File: config.mk
export PLATFORM = sky130hd
export DESIGN_NAME = pic_capture_channel
export DESIGN_NICKNAME = d
export VERILOG_FILES = /design/src/rtl/pic_pkg.sv /design/src/rtl/pic_capture_channel.sv /design/src/rtl/pic_edge_detect.sv /design/src/rtl/pic_prescaler.sv
export SDC_FILE = /design/constraint.sdc
export NUM_CORES = 1
export LEC_CHECK = 0
export BUFFER_PORTS_ARGS = -buffer_cell sky130_fd_sc_hd__buf_2
export CORE_MARGIN = 4
export CORE_UTILIZATION = 50
export DETAILED_ROUTE_END_ITERATION = 7
export HOLD_SLACK_MARGIN = 0.15
export PLACE_DENSITY = 0.84
export REMOVE_ABC_BUFFERS = 1
export SETUP_SLACK_MARGIN = 0.5
export SLEW_MARGIN = 20
export SYNTH_ARGS = -nofsm -noshare
export SYNTH_HDL_FRONTEND = slang
export SYNTH_SLANG_ARGS = --single-unit
File: constraint.sdc
create_clock -name pclk -period 8.9 [get_ports pclk]
set_clock_uncertainty 0.2 [all_clocks]
set_input_delay 2.225 -clock pclk [delete_from_list [all_inputs] [get_ports pclk]]
set_output_delay 2.225 -clock pclk [all_outputs]
set_load 0.005 [all_outputs]
File: src/rtl/pic_pkg.sv
// Notes on behaviour
// - once started in capture mode, counting begins on a valid input edge.
// - next valid edge captures the count, giving the interval between pulses.
// - writing one to the start bit enables counting and clears the count to zero.
// - with pin trigger, each valid edge after the starting one copies the count register into the data register.
// - the channel interrupt is raised when a capture completes.
// - after capture the count restarts at zero and keeps counting until the next edge.
// - the edge detector can select rising edges only as valid.
// - the capture trigger can be the valid edge of the input pin.
// - the operation clock is selectable, undivided clock included.
// - a trigger setting makes the pin edge both start and capture trigger.
// - a mode bit selects whether starting also raises the interrupt.
package pic_pkg;

  // ----------------------------------------------------------------
  // register map (byte addresses)
  // ----------------------------------------------------------------
  localparam logic [7:0] PIC_OFF_MODE = 8'h00;
  localparam logic [7:0] PIC_OFF_START = 8'h04;
  localparam logic [7:0] PIC_OFF_STOP = 8'h08;
  localparam logic [7:0] PIC_OFF_STATUS = 8'h0C;
  localparam logic [7:0] PIC_OFF_COUNT = 8'h10;
  localparam logic [7:0] PIC_OFF_DATA = 8'h14;
  localparam logic [7:0] PIC_OFF_IRQ_STAT = 8'h18;
  localparam logic [7:0] PIC_OFF_IRQ_MASK = 8'h1C;

  // ----------------------------------------------------------------
  // mode register fields
  // ----------------------------------------------------------------
  localparam int PIC_MODE_START_IRQ_BIT = 0;   // interrupt at start
  localparam int PIC_MODE_EDGE_LSB = 1;        // 2 bits edge select
  localparam int PIC_MODE_TRIG_LSB = 3;        // 2 bits trigger select
  localparam int PIC_MODE_PRESC_LSB = 5;       // 4 bits clock divider exponent
  localparam int PIC_MODE_WIDTH = 9;
  localparam logic [PIC_MODE_WIDTH-1:0] PIC_MODE_RESET = 9'h00A; // rising edge, pin trigger

  // edge selection codes
  localparam logic [1:0] PIC_EDGE_FALL = 2'h0;
  localparam logic [1:0] PIC_EDGE_RISE = 2'h1;
  localparam logic [1:0] PIC_EDGE_BOTH = 2'h2;

  // trigger selection codes
  localparam logic [1:0] PIC_TRIG_SOFT = 2'h0;
  localparam logic [1:0] PIC_TRIG_PIN = 2'h1;

  // interrupt status bits
  localparam int PIC_IRQ_CAPTURE = 0;
  localparam int PIC_IRQ_START = 1;
  localparam int PIC_IRQ_OVERFLOW = 2;
  localparam int PIC_IRQ_WIDTH = 3;

  // status register bits
  localparam int PIC_STAT_ENABLED = 0;
  localparam int PIC_STAT_OVF = 1;

  localparam logic [15:0] PIC_COUNT_ZERO = 16'h0000;
  localparam logic [31:0] PIC_RDATA_ZERO = 32'h0000_0000;

  // ----------------------------------------------------------------
  // channel states
  // ----------------------------------------------------------------
  typedef enum logic [2:0] {
    PIC_ST_IDLE = 3'b001,
    PIC_ST_WAIT = 3'b010,
    PIC_ST_COUNT = 3'b100
  } pic_state_type;

endpackage

File: src/rtl/pic_capture_channel.sv
// The address map and register access over APB were decided locally.
module pic_capture_channel
  import pic_pkg::*;
#(
  parameter int CNT_WIDTH = 16
)
(
  input wire logic pclk,
  input wire logic presetn,
  input wire logic clk_en,
  input wire logic psel,
  input wire logic penable,
  input wire logic pwrite,
  input wire logic [7:0] paddr,
  input wire logic [31:0] pwdata,
  output logic [31:0] prdata,
  output logic pready,
  output logic pslverr,
  input wire logic capture_input_pin,
  output logic channel_timer_irq,
  output logic irq
);

  // ----------------------------------------------------------------
  // sub-blocks
  // ----------------------------------------------------------------
  logic [PIC_MODE_WIDTH-1:0] mode_r, mode_nxt;
  logic edge_valid;
  logic tick;

  pic_edge_detect u_edge (
    .pclk(pclk),
    .presetn(presetn),
    .clk_en(clk_en),
    .pin_in(capture_input_pin),
    .edge_sel(mode_r[PIC_MODE_EDGE_LSB +: 2]),
    .edge_valid(edge_valid)
  );

  pic_prescaler #(.DIV_WIDTH(15)) u_presc (
    .pclk(pclk),
    .presetn(presetn),
    .clk_en(clk_en),
    .presc_sel(mode_r[PIC_MODE_PRESC_LSB +: 4]),
    .tick(tick)
  );

  // ----------------------------------------------------------------
  // bus decode
  // ----------------------------------------------------------------
  logic acc, wr, rd;
  logic start_wr, stop_wr;
  logic trig_pin;

  always_comb begin
    acc = clk_en & psel & penable;
    wr = acc & pwrite;
    rd = acc & ~pwrite;
    start_wr = wr & (paddr == PIC_OFF_START) & pwdata[0];
    stop_wr = wr & (paddr == PIC_OFF_STOP) & pwdata[0];
    trig_pin = (mode_r[PIC_MODE_TRIG_LSB +: 2] == PIC_TRIG_PIN);
  end

  // ----------------------------------------------------------------
  // channel state, counter, capture
  // ----------------------------------------------------------------
  pic_state_type state_r, state_nxt;
  logic [CNT_WIDTH-1:0] count_r, count_nxt;
  logic [CNT_WIDTH-1:0] data_r, data_nxt;
  logic ovf_pend_r, ovf_pend_nxt;
  logic ovf_flag_r, ovf_flag_nxt;
  logic ev_capture, ev_start, ev_ovf;
  logic wrap;

  always_comb begin
    state_nxt = state_r;
    count_nxt = count_r;
    data_nxt = data_r;
    ovf_pend_nxt = ovf_pend_r;
    ovf_flag_nxt = ovf_flag_r;
    ev_capture = 1'b0;
    ev_start = 1'b0;
    ev_ovf = 1'b0;
    wrap = tick & (count_r == {CNT_WIDTH{1'b1}});
    if (stop_wr) begin
      state_nxt = PIC_ST_IDLE;
    end else if (start_wr) begin
      // start clears the count; pin trigger waits for the first edge
      count_nxt = PIC_COUNT_ZERO[CNT_WIDTH-1:0];
      ovf_pend_nxt = 1'b0;
      ev_start = mode_r[PIC_MODE_START_IRQ_BIT];
      state_nxt = trig_pin ? PIC_ST_WAIT : PIC_ST_COUNT;
    end else begin
      case (state_r)
        PIC_ST_IDLE: begin
          state_nxt = PIC_ST_IDLE;
        end
        PIC_ST_WAIT: begin
          if (edge_valid) begin
            state_nxt = PIC_ST_COUNT;
            count_nxt = PIC_COUNT_ZERO[CNT_WIDTH-1:0];
          end
        end
        PIC_ST_COUNT: begin
          if (trig_pin && edge_valid) begin
            data_nxt = count_r;
            ev_capture = 1'b1;
            ovf_flag_nxt = ovf_pend_r | wrap;
            ovf_pend_nxt = 1'b0;
            count_nxt = PIC_COUNT_ZERO[CNT_WIDTH-1:0];
          end else if (tick) begin
            count_nxt = count_r + {{(CNT_WIDTH-1){1'b0}}, 1'b1};
            if (wrap) begin
              ovf_pend_nxt = 1'b1;
              ev_ovf = 1'b1;
            end
          end
        end
        default: state_nxt = PIC_ST_IDLE;
      endcase
    end
  end

  always_ff @(posedge pclk or negedge presetn) begin
    if (!presetn) begin
      state_r <= PIC_ST_IDLE;
      count_r <= '0;
      data_r <= '0;
      ovf_pend_r <= 1'b0;
      ovf_flag_r <= 1'b0;
    end else begin
      state_r <= state_nxt;
      count_r <= count_nxt;
      data_r <= data_nxt;
      ovf_pend_r <= ovf_pend_nxt;
      ovf_flag_r <= ovf_flag_nxt;
    end
  end

  // ----------------------------------------------------------------
  // mode, interrupt status and mask registers
  // ----------------------------------------------------------------
  logic [PIC_IRQ_WIDTH-1:0] ist_r, ist_nxt, imask_r, imask_nxt, ev_vec;
  logic tirq_r, tirq_nxt, irq_r, irq_nxt;

  always_comb begin
    mode_nxt = mode_r;
    imask_nxt = imask_r;
    ev_vec = '0;
    ev_vec[PIC_IRQ_CAPTURE] = ev_capture;
    ev_vec[PIC_IRQ_START] = ev_start;
    ev_vec[PIC_IRQ_OVERFLOW] = ev_ovf;
    ist_nxt = ist_r;
    if (wr && paddr == PIC_OFF_MODE) begin
      mode_nxt = pwdata[PIC_MODE_WIDTH-1:0];
    end
    if (wr && paddr == PIC_OFF_IRQ_MASK) begin
      imask_nxt = pwdata[PIC_IRQ_WIDTH-1:0];
    end
    if (wr && paddr == PIC_OFF_IRQ_STAT) begin
      ist_nxt = ist_r & ~pwdata[PIC_IRQ_WIDTH-1:0];
    end
    // a new event wins over a clear in the same cycle
    ist_nxt = ist_nxt | ev_vec;
    // one-cycle channel pulse on capture or enabled start
    tirq_nxt = clk_en ? (ev_capture | ev_start) : tirq_r;
    irq_nxt = |(ist_nxt & imask_nxt);
  end

  always_ff @(posedge pclk or negedge presetn) begin
    if (!presetn) begin
      mode_r <= PIC_MODE_RESET;
      imask_r <= '0;
      ist_r <= '0;
      tirq_r <= 1'b0;
      irq_r <= 1'b0;
    end else begin
      mode_r <= mode_nxt;
      imask_r <= imask_nxt;
      ist_r <= ist_nxt;
      tirq_r <= tirq_nxt;
      irq_r <= irq_nxt;
    end
  end

  // ----------------------------------------------------------------
  // apb read path, registered, zero wait states
  // ----------------------------------------------------------------
  logic [31:0] prdata_r, prdata_nxt;
  logic pslverr_r, pslverr_nxt;
  logic map_hit;

  always_comb begin
    prdata_nxt = prdata_r;
    pslverr_nxt = clk_en ? 1'b0 : pslverr_r; // hold while frozen
    map_hit = 1'b1;
    if (clk_en && psel && !penable) begin
      prdata_nxt = PIC_RDATA_ZERO;
      case (paddr)
        PIC_OFF_MODE: prdata_nxt[PIC_MODE_WIDTH-1:0] = mode_r;
        PIC_OFF_START: prdata_nxt = PIC_RDATA_ZERO;
        PIC_OFF_STOP: prdata_nxt = PIC_RDATA_ZERO;
        PIC_OFF_STATUS: begin
          prdata_nxt[PIC_STAT_ENABLED] = (state_r != PIC_ST_IDLE);
          prdata_nxt[PIC_STAT_OVF] = ovf_flag_r;
        end
        PIC_OFF_COUNT: prdata_nxt[CNT_WIDTH-1:0] = count_r;
        PIC_OFF_DATA: prdata_nxt[CNT_WIDTH-1:0] = data_r;
        PIC_OFF_IRQ_STAT: prdata_nxt[PIC_IRQ_WIDTH-1:0] = ist_r;
        PIC_OFF_IRQ_MASK: prdata_nxt[PIC_IRQ_WIDTH-1:0] = imask_r;
        default: map_hit = 1'b0;
      endcase
      pslverr_nxt = ~map_hit;
    end else if (clk_en && psel && penable) begin
      pslverr_nxt = pslverr_r;
    end
  end

  always_ff @(posedge pclk or negedge presetn) begin
    if (!presetn) begin
      prdata_r <= '0;
      pslverr_r <= 1'b0;
    end else begin
      prdata_r <= prdata_nxt;
      pslverr_r <= pslverr_nxt;
    end
  end

  // ----------------------------------------------------------------
  // outputs straight from flops, except pready which is clk_en itself
  // ----------------------------------------------------------------
  assign prdata = prdata_r;
  assign pslverr = pslverr_r;
  assign pready = clk_en; // ready whenever the block runs
  assign channel_timer_irq = tirq_r;
  assign irq = irq_r;

endmodule // pic_capture_channel

File: src/rtl/pic_edge_detect.sv
module pic_edge_detect
  import pic_pkg::*;
(
  input wire logic pclk,
  input wire logic presetn,
  input wire logic clk_en,
  input wire logic pin_in,
  input wire logic [1:0] edge_sel,
  output logic edge_valid
);

  // ----------------------------------------------------------------
  // two-stage synchroniser, then one stage for edge history
  // ----------------------------------------------------------------
  logic sync1_r, sync2_r, hist_r;
  logic sync1_nxt, sync2_nxt, hist_nxt;

  // next-value logic for the pin pipeline
  always_comb begin
    sync1_nxt = sync1_r;
    sync2_nxt = sync2_r;
    hist_nxt = hist_r;
    if (clk_en) begin
      sync1_nxt = pin_in;
      sync2_nxt = sync1_r;
      hist_nxt = sync2_r;
    end
  end

  // register the pin pipeline
  always_ff @(posedge pclk or negedge presetn) begin
    if (!presetn) begin
      sync1_r <= 1'b0;
      sync2_r <= 1'b0;
      hist_r <= 1'b0;
    end else begin
      sync1_r <= sync1_nxt;
      sync2_r <= sync2_nxt;
      hist_r <= hist_nxt;
    end
  end

  // valid edge decode by polarity selection
  always_comb begin
    case (edge_sel)
      PIC_EDGE_RISE: edge_valid = sync2_r & ~hist_r;
      PIC_EDGE_FALL: edge_valid = ~sync2_r & hist_r;
      PIC_EDGE_BOTH: edge_valid = sync2_r ^ hist_r;
      default: edge_valid = sync2_r ^ hist_r;
    endcase
    // a frozen pipeline must not repeat the same edge every cycle
    edge_valid = edge_valid & clk_en;
  end

endmodule // pic_edge_detect

File: src/rtl/pic_prescaler.sv
module pic_prescaler
  import pic_pkg::*;
#(
  parameter int DIV_WIDTH = 15
)
(
  input wire logic pclk,
  input wire logic presetn,
  input wire logic clk_en,
  input wire logic [3:0] presc_sel,
  output logic tick
);

  // ----------------------------------------------------------------
  // free-running divider, tick marks one operation clock
  // ----------------------------------------------------------------
  logic [DIV_WIDTH-1:0] div_r, div_nxt;
  logic [DIV_WIDTH:0] mask;

  // next divider value
  always_comb begin
    div_nxt = div_r;
    if (clk_en) begin
      div_nxt = div_r + {{(DIV_WIDTH-1){1'b0}}, 1'b1};
    end
  end

  // register the divider
  always_ff @(posedge pclk or negedge presetn) begin
    if (!presetn) begin
      div_r <= '0;
    end else begin
      div_r <= div_nxt;
    end
  end

  // tick when the selected low bits are all one; exponent zero gives pclk
  always_comb begin
    mask = ({{DIV_WIDTH{1'b0}}, 1'b1} << presc_sel) - {{DIV_WIDTH{1'b0}}, 1'b1};
    tick = clk_en & ((div_r & mask[DIV_WIDTH-1:0]) == mask[DIV_WIDTH-1:0]);
  end

endmodule // pic_prescaler

# == Word level (Yosys, flattened, before mapping) ==
# Cells that the tools add are included.
# W data, S select, Z words.
# classes
n_lt_le_gt_ge,0
n_shift,1
div,0
multipliers,0
bitwise,25
n_addsub,3
n_mux,39
eq_ne,19
n_reduce_logical,22
# op_table
cell,count
$mux W16,4
$eq A8 B5 Y1 const B,4
$pmux W16 S2,1
$mux W1,22
$mux W3,6
$pmux W6 S3,1
$add A16 B1 Y16 const B,1
$eq A16 B16 Y1 const B,1
$eq A8 B4 Y1 const B,2
$add A15 B1 Y15 const B,1
$and A15 B15 Y15,1
$eq A15 B15 Y1,1
$shl A1 B4 Y15 const A,1
$sub A15 B1 Y15 const B,1
$pmux W7 S2,1
$and A1 B1 Y1,12
$pmux W2 S6,1
$reduce_and A4 Y1,3
$reduce_bool A3 Y1,3
$eq A8 B3 Y1 const B,1
$logic_not A8 Y1,1
$ne A4 B4 Y1 const B,2
$reduce_or A8 Y1,1
$logic_and A1 B1 Y1,7
other kinds (20),30
# totals
regBits,89
output_inout_bits,36
rom_bits,0
in_bits,47
ramBits,0
latchBits,0
wordCells,125
n_memories,0

# == Logic depth before layout (Yosys ltp) ==
# Gate-level depths: netlist (run 1).
# depth
depth_word,15
ltp_mapped,15
depth_no_buf,10

# == By module ==
# A second synthesis (run 1) with hierarchy kept.
# hier_totals
cells_unflattened,481
hier_area_um2,4845.9
# modules_own_cells
module,area_per_inst_um2,cells_per_inst,n_inst
pic_capture_channel,3741.1,365,1
pic_prescaler,943.4,101,1
pic_edge_detect,161.4,15,1

# == Worst setup path after synthesis (run 1) ==
# No wires, ideal clock.
# synth_path
kind,input to output
startpoint,input port clk_en
endpoint,output port pready
t_arrival_ns,2.336
slack_ns,4.139
path_buffers,1
stages,1
cell_sequence,buf_4
# synth_rtl
element,line_no,source
start: declaration,pic_capture_channel.sv:10,"input wire logic clk_en,"
end: declaration,pic_capture_channel.sv:17,"output logic pready,"
# No word-level cell between the ends.

# == Worst setup path after layout (run 1) ==
# layout_path
startpoint,input port clk_en
endpoint,output port pready
# No word-level cell between the ends.

==> results of run 1 <==
worst reg2reg max path: cells and delay by family (launching register included):
kind / cells / cell delay, ns
compound gates: 3 / 0.72
simple gates: 6 / 2.08
flops: 1 / 0.60
fa+ha+maj: 1 / 0.37
flip-flops by register name, indices dropped and copies added, names as in the netlist:
| name | cells |
|---|---|
| count_r | 16 |
| ovf_pend_r | 1 |
| imask_r | 3 |
| u_edge.hist_r | 1 |
| ovf_flag_r | 1 |
| u_edge.sync2_r | 1 |
| ist_r | 3 |
| pslverr | 1 |
| data_r | 16 |
| u_presc.div_r | 15 |
| mode_r | 9 |
| channel_timer_irq | 1 |
| u_edge.sync1_r | 1 |
| prdata | 16 |
| state_r | 3 |
| irq | 1 |
synthesized netlist by cell type (all sizes together), types with 3 or more instances:
cell type	n
dfstp	3
nor3b	3
or2	3
nor4	8
nand3b	4
o311ai	11
a32oi	3
a21o	3
xor2	5
o211ai	4
nand2b	7
a22oi	9
mux2	32
nor3	10
o31ai	11
o21ai	29
and2	3
and3	6
nor2	18
and4	4
inv	11
clkbuf	15
o32ai	3
xnor2	11
buf	26
a21oi	14
or4	3
nand4	10
ha	5
a222oi	8
dfrtp	86
nand3	10
nand2	55
or3	6
report_power, final:
group	total (mW)	switching [mW]	internal [mW]	leakage (nW)
combinational	0.0706	0.0412	0.0294	0.953
clock	0.268	0.155	0.113	0.0935
sequential	0.447	0.0256	0.422	1.20
total	0.786	0.222	0.564	2.25
final timing paths:
| check | end | startpoint |
|---|---|---|
| min | prdata[3] | prdata[3] |
| max reg2reg | irq | mode_r[7] |
| max | pready | clk_en |
| min reg2reg | prdata[3] | prdata[3] |
| min in group asynchronous | u_presc.div_r[10] | presetn |
| max in group asynchronous | data_r[0] | presetn |
logic make-up after synthesis:
logic type | count (synthesis) | share of synthesized area [%]
adder cells (fa/ha/maj) | 5 | 1.31
XOR/XNOR | 16 | 2.94
other | 1 | 0.0788
AO/OA/AOI/OAI | 112 | 17.1
AND/OR/NAND/NOR | 157 | 17.5
flip-flops | 89 | 46.9
buffers and inverters | 52 | 6.20
multiplexers | 34 | 7.99
cell type report:
class	count	area [um2]
inverters	11	41.3
clock inverters	6	51.3
flip-flops and latches	89	2230
clock buffers	10	138
well taps	129	161
fillers	788	4100
multi-input cells	340	2300
repair buffers	43	221
metal layers:
| metal | share of wire (%) | vias to the layer above |
|---|---|---|
| li1 | - | 1768 |
| met1 | 42 | 1906 |
| met2 | 50 | 162 |
| met3 | 6.1 | 34 |
| met4 | 2.5 | 0 |
| met5 | 0 | - |
stage by stage:
step | setup WS [ns] | area (um2) | utilization, % | std cells
2_1_floorplan | 4.25 | 4560 | - | 440
3_3_place_gp | 3.85 | 4940 | 53.5 | 612
3_5_place_dp | 3.81 | 4940 | 53.5 | 612
4_1_cts | 3.83 | 5130 | 55.5 | 628
5_1_grt | 3.78 | 5140 | 55.6 | 628
6_report | 3.84 | 5140 | 55.6 | 628
==> flow_summary.ini, run 1 <==
[sta]
drv_slew = 0
tns_ns = 0
whs_ns = 0.290
final.min_clock_period_ns = 5.06
tightest_slew_ns = 1.10
fmax_mhz = 197
period_share_pct = 56.9
rsz0062_at_grt = no
hold_violations = 0
setup_viol = 0
relSlewSlack_pct = 26.6

[global_route]
antenna_found_initial = 0
use_met1_pct = 25.9
grtUsageTotal_pct = 19.7
use_met2_pct = 32.1
grt_pass1_wl_um = 18000
grt_util_met3_pct = 3.31
grt_max_degree = 90
grt_pass1_vias = 3664
gr-max-usage-layer = met2
overflow = 0

[floorplan]
num_rows = 35
core_region_area_um2 = 9240
die-width_um = 106
start_util_pct = 51.5
num_io_pins = 83
die_h_um = 106
dieArea_um2 = 11100

[finish]
syn_to_final_growth_pct = 8.02
layout_commonest_cell = dfrtp_1
n_antenna_cell = 0
final_nets = 546
mostFrequentLayoutCells = dfrtp_1 (86), nand2_1 (55), buf_2 (42), mux2_2 (32), o21ai_0 (26)
drive_above_1_share_pct = 21.8

[cts]
holdBufCountCts = 0
cts_made_buffers = 9
cts_buffer_depth = 2
cts_root_buffer = clkbuf_8
cts_tree = yes
clkLatencyLatePin_ns = 0.36
post_cts.repair.setup_buffers = 0
cts_sinks = 89
h-tree-depth = 3
cts_resized = 0
path_clk_slew_ns = 0.09

[worst_setup_path]
cpPeakStageDelay_ns = 0.24
path_max_fanout = 16
crit_path_frequent_cell = buf_2
cpMaxStageDelayCell = buf_2
setup.worst_path.end_class = output port
ff2ff_path_depth = 10
cp.arrival_ns = 2.64
crit_cells = 2
crit_type = in -> out
crit_family = buffers and inverters
r2r_slack_ns = 4.83
path_buf_inv = 2
cp-start-kind = input pin
cp.required_ns = 6.48
worstPathCellList = buf_2 > buf_2

[yosys]
synth_area_leader_cell = dfrtp_1
syn_avg_cell_area_um2 = 10.2
syn_area_um2 = 4760
synth_flop_cell = dfrtp_1
syn_inst = 466
synthTopCellsByArea = dfrtp_1 (45%), mux2_2 (7.6%), nand2_1 (4.3%)
yosysWarnings = 0
synth_top_area_share_pct = 45.2
ys_ff_latch = 89
synthArstFlopShare_pct = 100
ys_types = 66
synth_edf_count = 0
ys_seq_area_share_pct = 46.9

[routing]
drc = 0
antenna_left = 0
routed_wl_um = 10800
post_drt_via_cell_ratio = 6.16
vias = 3870
firstDrtPassIters = 7
wl_per_cell_um = 17.1
drtIter0Drc = 389

[placement]
hpwlAfterDp_um = 7360
place.gp.congestion = 0.871
io_buffers = 43

[worst_hold_path]
min_path_type = reg -> reg
hold_depth = 2

[power]
peakVddDrop_mv = 0.0933
power_density_nw_per_um2 = 153
p_total_uw = 786
leakage_nw = 2.25

[run]
cap_violations = 0

[status]
outcome = completed
Power figures use the tool's default switching activity.
==> run 2, diff against run 1 <==
- PLACE_DENSITY: 0.84 -> 0.87
- clock period: 8.9 -> 4.2 ns (I/O delays scaled with it)
==> flow_summary.ini, run 2 (same netlist as run 1, synthesis figures left out) <==
[global_route]
grt_max_degree = 46
grt_pass1_wl_um = 18400
grtUsageTotal_pct = 19.9
overflow = 0
grt_pass1_vias = 3805
antenna_found_initial = 0

[sta]
final.min_clock_period_ns = 3.44
tightest_slew_ns = 0.645
fmax_mhz = 291
rsz0062_at_grt = no
hold_violations = 0
worst_slack_ns = 0.763
relSlewSlack_pct = 56.8
whs_ns = 0.281
period_share_pct = 81.8
tns_ns = 0
drv_slew = 0
setup_viol = 0

[cts]
cts_root_buffer = clkbuf_8
path_clk_slew_ns = 0.08
h-tree-depth = 3
cts_sinks = 89
cts_buffer_depth = 2
holdBufCountCts = 0
cts_made_buffers = 9
clkLatencyLatePin_ns = 0.36
cts_tree = yes

[floorplan]
start_util_pct = 51.5
num_rows = 35
dieArea_um2 = 11100
num_io_pins = 83
die_h_um = 106
core_region_area_um2 = 9240
die-width_um = 106

[routing]
antenna_left = 0
drtIter0Drc = 253
drc = 0
routed_wl_um = 10700
firstDrtPassIters = 6
wl_per_cell_um = 16.7
vias = 3827
post_drt_via_cell_ratio = 5.97

[placement]
io_buffers = 43
place.gp.congestion = 0.924
post-place-cells = 625
hpwlAfterDp_um = 7650
place_ws_ns = 0.407

[status]
outcome = completed

[worst_setup_path]
crit_family = simple AND/OR/NAND/NOR gates
cp.required_ns = 4.25
path_max_fanout = 15
crit_type = reg -> reg
worstPathCellList = nor2_2 > nand3b_1 > ha_1 > nand2b_1 > a21oi_1 > a2111oi_2 > nand3_1 > or4b_4 > or3_4 > o32ai_1
path_buf_inv = 0
cpMaxStageDelayCell = or4b_4
cp.arrival_ns = 3.48
cpPeakStageDelay_ns = 0.64
setup.worst_path.end_class = flop
r2r_start = mode_r[6]
cp-start-kind = flop
startpoint = mode_r[6]

[power]
leakage_nw = 2.34
p_total_mw = 1.79
power_density_nw_per_um2 = 338
peakVddDrop_mv = 0.166

[finish]
mostFrequentLayoutCells = dfrtp_1 (85), nand2_1 (55), buf_2 (42), mux2_2 (32), o21ai_0 (26)
drive_above_1_share_pct = 24.0
final_nets = 559
fin_cells = 641
layout_commonest_cell = dfrtp_1
syn_to_final_growth_pct = 10.9
n_antenna_cell = 0

[worst_hold_path]
hold_path_startpoint = prdata[10]
min_path_type = reg -> reg

[run]
cap_violations = 0
-- run 2: routing by layer --
layer / vias up / track usage, % / routed length (um)
li1: 1795 / - / -
met1: 1852 / 26.5 / 4590
met2: 153 / 33.0 / 5290
met3: 27 / 3.31 / 589
met4: 0 / 7.03 / 233
met5: - / 0 / 0
-- run 2: path summary, 6_finish.rpt --
path                       slack, ns                end  depth (start not counted)
setup / recovery                0.76         count_r[5]                         10
hold / removal                  0.28         prdata[10]                          2
setup reg to reg                0.76         count_r[5]                         10
hold reg to reg                 0.28         prdata[10]                          2
max in group asynchronous       2.53         state_r[0]                          2
min in group asynchronous       0.47  u_presc.div_r[12]                          1
-- run 2: layout make-up --
| cell class | instances | area, um2 |
|---|---|---|
| Sequential cell | 89 | 2230 |
| Tap cell | 129 | 161 |
| Inverter | 11 | 41.3 |
| Fill cell | 754 | 3960 |
| Multi-Input combinational cell | 340 | 2300 |
| Timing Repair Buffer | 56 | 315 |
| Clock inverter | 6 | 95.1 |
| Clock buffer | 10 | 138 |
-- run 2: per-stage QoR --
step	area [um2]	utilization, %
after floorplan	4560	-
after global placement	5040	54.5
after detailed placement	5040	54.5
after CTS	5280	57.1
after global routing	5280	57.1
final	5280	57.1
-- run 2: where the power goes --
part,total [mW],internal (mW),switching [mW]
logic,0.158,0.0681,0.0899
registers,0.945,0.894,0.0516
clock network,0.682,0.359,0.323
total,1.79,1.32,0.465
-- run 2: timing repair --
action,CTS,global route
buffers inserted,0,0
pin swaps,0,0
gates cloned,0,0
hold endpoints to repair,0,0
resized for setup,1,2
setup endpoints to repair,1,12
-- run 2: worst min-delay path, cell delays in order, from the launching register on --
cell     delay, ns
dfrtp_1       0.34
nand2_1       0.04
o21ai_0       0.06
==> run 3, diff against run 2 <==
- ABC_AREA: not set -> 1
- clock period: 4.2 -> 3.1 ns (I/O delays scaled with it)
==> flow_summary.ini, run 3 <==
[status]
outcome = completed

[yosys]
yosysWarnings = 0
syn_inst = 647
synth.most_common_cell = nand2_1
ys_seq_area_share_pct = 44.7
synthTopCellsByArea = dfrtp_1 (43%), nand2_1 (12%), inv_1 (5.6%)
synthArstFlopShare_pct = 100
syn_avg_cell_area_um2 = 7.71
synth_top_area_share_pct = 43.2
synth_edf_count = 0
syn_area_um2 = 4990
ys_ff_latch = 89
synth_common_cells = nand2_1 (154), dfrtp_1 (86), inv_1 (75)
synth_area_leader_cell = dfrtp_1
ys_types = 43
synth_flop_cell = dfrtp_1

[cts]
clkLatencyLatePin_ns = 0.37
h-tree-depth = 3
cts_buffer_depth = 2
cts_root_buffer = clkbuf_8
path_clk_slew_ns = 0.09
cts_sinks = 89
cts_made_buffers = 9
cts_tree = yes

[global_route]
overflow = 0
grtUsageTotal_pct = 21.7
grt_max_degree = 36
antenna_found_initial = 0
grt_pass1_vias = 4363
grt_pass1_wl_um = 20300

[sta]
worst_slack_ns = 0.504
period_share_pct = 83.8
whs_ns = 0.285
drv_slew = 0
rsz0062_at_grt = yes
final.min_clock_period_ns = 2.60
hold_violations = 0
relSlewSlack_pct = 62.5
setup_viol = 0
tightest_slew_ns = 0.558
tns_ns = 0
fmax_mhz = 385

[power]
power_density_nw_per_um2 = 425
peakVddDrop_mv = 0.235
leakage_nw = 2.81
p_total_mw = 2.45

[finish]
n_antenna_cell = 0
final_nets = 756
layout_commonest_cell = nand2_1
n_fill_cell = 805
mostFrequentLayoutCells = nand2_1 (149), dfrtp_1 (82), inv_1 (75), nor2_1 (57), o21ai_0 (48)
drive_above_1_share_pct = 18.2
design_area_um2 = 5770
ff_latch_area_um2 = 2240
syn_to_final_growth_pct = 15.8
multiInputGateArea_um2 = 2450

[floorplan]
die_h_um = 108
dieArea_um2 = 11600
start_util_pct = 51.2
num_io_pins = 83
num_rows = 36
core_region_area_um2 = 9730
die-width_um = 108

[routing]
wl_per_cell_um = 15.2
antenna_left = 0
post_drt_via_cell_ratio = 5.53
drtIter0Drc = 523
vias = 4657
firstDrtPassIters = 6
drc = 0
routed_wl_um = 12800

[worst_setup_path]
ff2ff_path_depth = 16
cp.required_ns = 3.21
setup.worst_path.end_class = flop
r2r_slack_ns = 0.50
cp-start-kind = flop
crit_end = count_r[7]
r2r-end = count_r[7]
r2r_start = mode_r[7]
crit_type = reg -> reg
cp.arrival_ns = 2.70
startpoint = mode_r[7]
path_max_fanout = 7

[placement]
io_buffers = 43
place.gp.congestion = 0.943
post_dp_cell_area_um2 = 5310
hpwlAfterDp_um = 8980
place_ws_ns = 0.298

[run]
cap_violations = 0

[worst_hold_path]
min_path_type = reg -> reg
-- run 3: cell type report --
cell class | instances | area share, %
multi-input cells | 462 | 42.5
flip-flops and latches | 89 | 38.7
inverters | 78 | 5.07
well taps | 133 | 2.88
repair buffers | 64 | 7.24
clock buffers | 9 | 2.15
clock inverters | 7 | 1.47
-- run 3: worst min path at each step --
stage / from / to / slack [ns] / cells after the start
after CTS: u_presc.div_r[13] / u_presc.div_r[13] / 0.28 / 1
after floorplan: u_presc.div_r[13] / u_presc.div_r[13] / 0.24 / 1
after detailed placement: u_presc.div_r[13] / u_presc.div_r[13] / 0.27 / 1
after global routing: u_presc.div_r[13] / u_presc.div_r[13] / 0.31 / 1
final: u_presc.div_r[13] / u_presc.div_r[13] / 0.29 / 1
after global placement: u_edge.sync1_r / u_edge.sync1_r / 0.26 / 2
-- run 3: logic make-up after synthesis --
family	count (synthesis)	synth area share, %
mux	1	0.226
fa+ha+maj	5	1.25
simple gates	319	28.7
compound gates	98	10.9
flops	89	44.7
buf+inv	112	10.2
other cells	1	0.0752
xor+xnor	22	3.86
-- run 3: power by group --
group / internal [mW] / switching, mW / leakage, nW
Clock: 0.447 / 0.411 / 0.113
Combinational: 0.115 / 0.175 / 1.57
Sequential: 1.23 / 0.0720 / 1.13
Total: 1.80 / 0.658 / 2.81
-- run 3: routing by layer --
metal	routed length, um	vias to the layer above	track usage (%)
li1	-	2187	-
met1	5030	2213	27.2
met2	6520	226	37.3
met3	835	31	2.64
met4	426	0	10.2
met5	0	-	0
-- run 3: per-stage QoR --
stage                     std cells  utilization, %
after global routing            842            59.3
after global placement          816            54.6
final                           842            59.3
after CTS                       835            57.0
after floorplan                 628               -
after detailed placement        816            54.6
-- run 3: worst max-delay path, stage by stage (launching register included) --
cell     delay, ns
dfrtp_2       0.47
nor2_4        0.21
nand3_2       0.12
ha_4          0.29
nor2_2        0.04
nor2_2        0.10
nand2_1       0.06
nor2_1        0.09
nand2_1       0.06
nor2_1        0.09
nand2_1       0.10
nor2_4        0.17
nand2_4       0.09
nand2_8       0.14
buf_8         0.15
nand3_2       0.08
nand2_1       0.07
-- run 3: what timing repair did --
item,4_1_cts,5_1_grt
resized for setup,2,34
hold buffers,1,0
endpoints found under the setup margin,16,18
cloned,0,2
hold endpoints to repair,1,0
buffers inserted,2,5
pin swaps,1,13
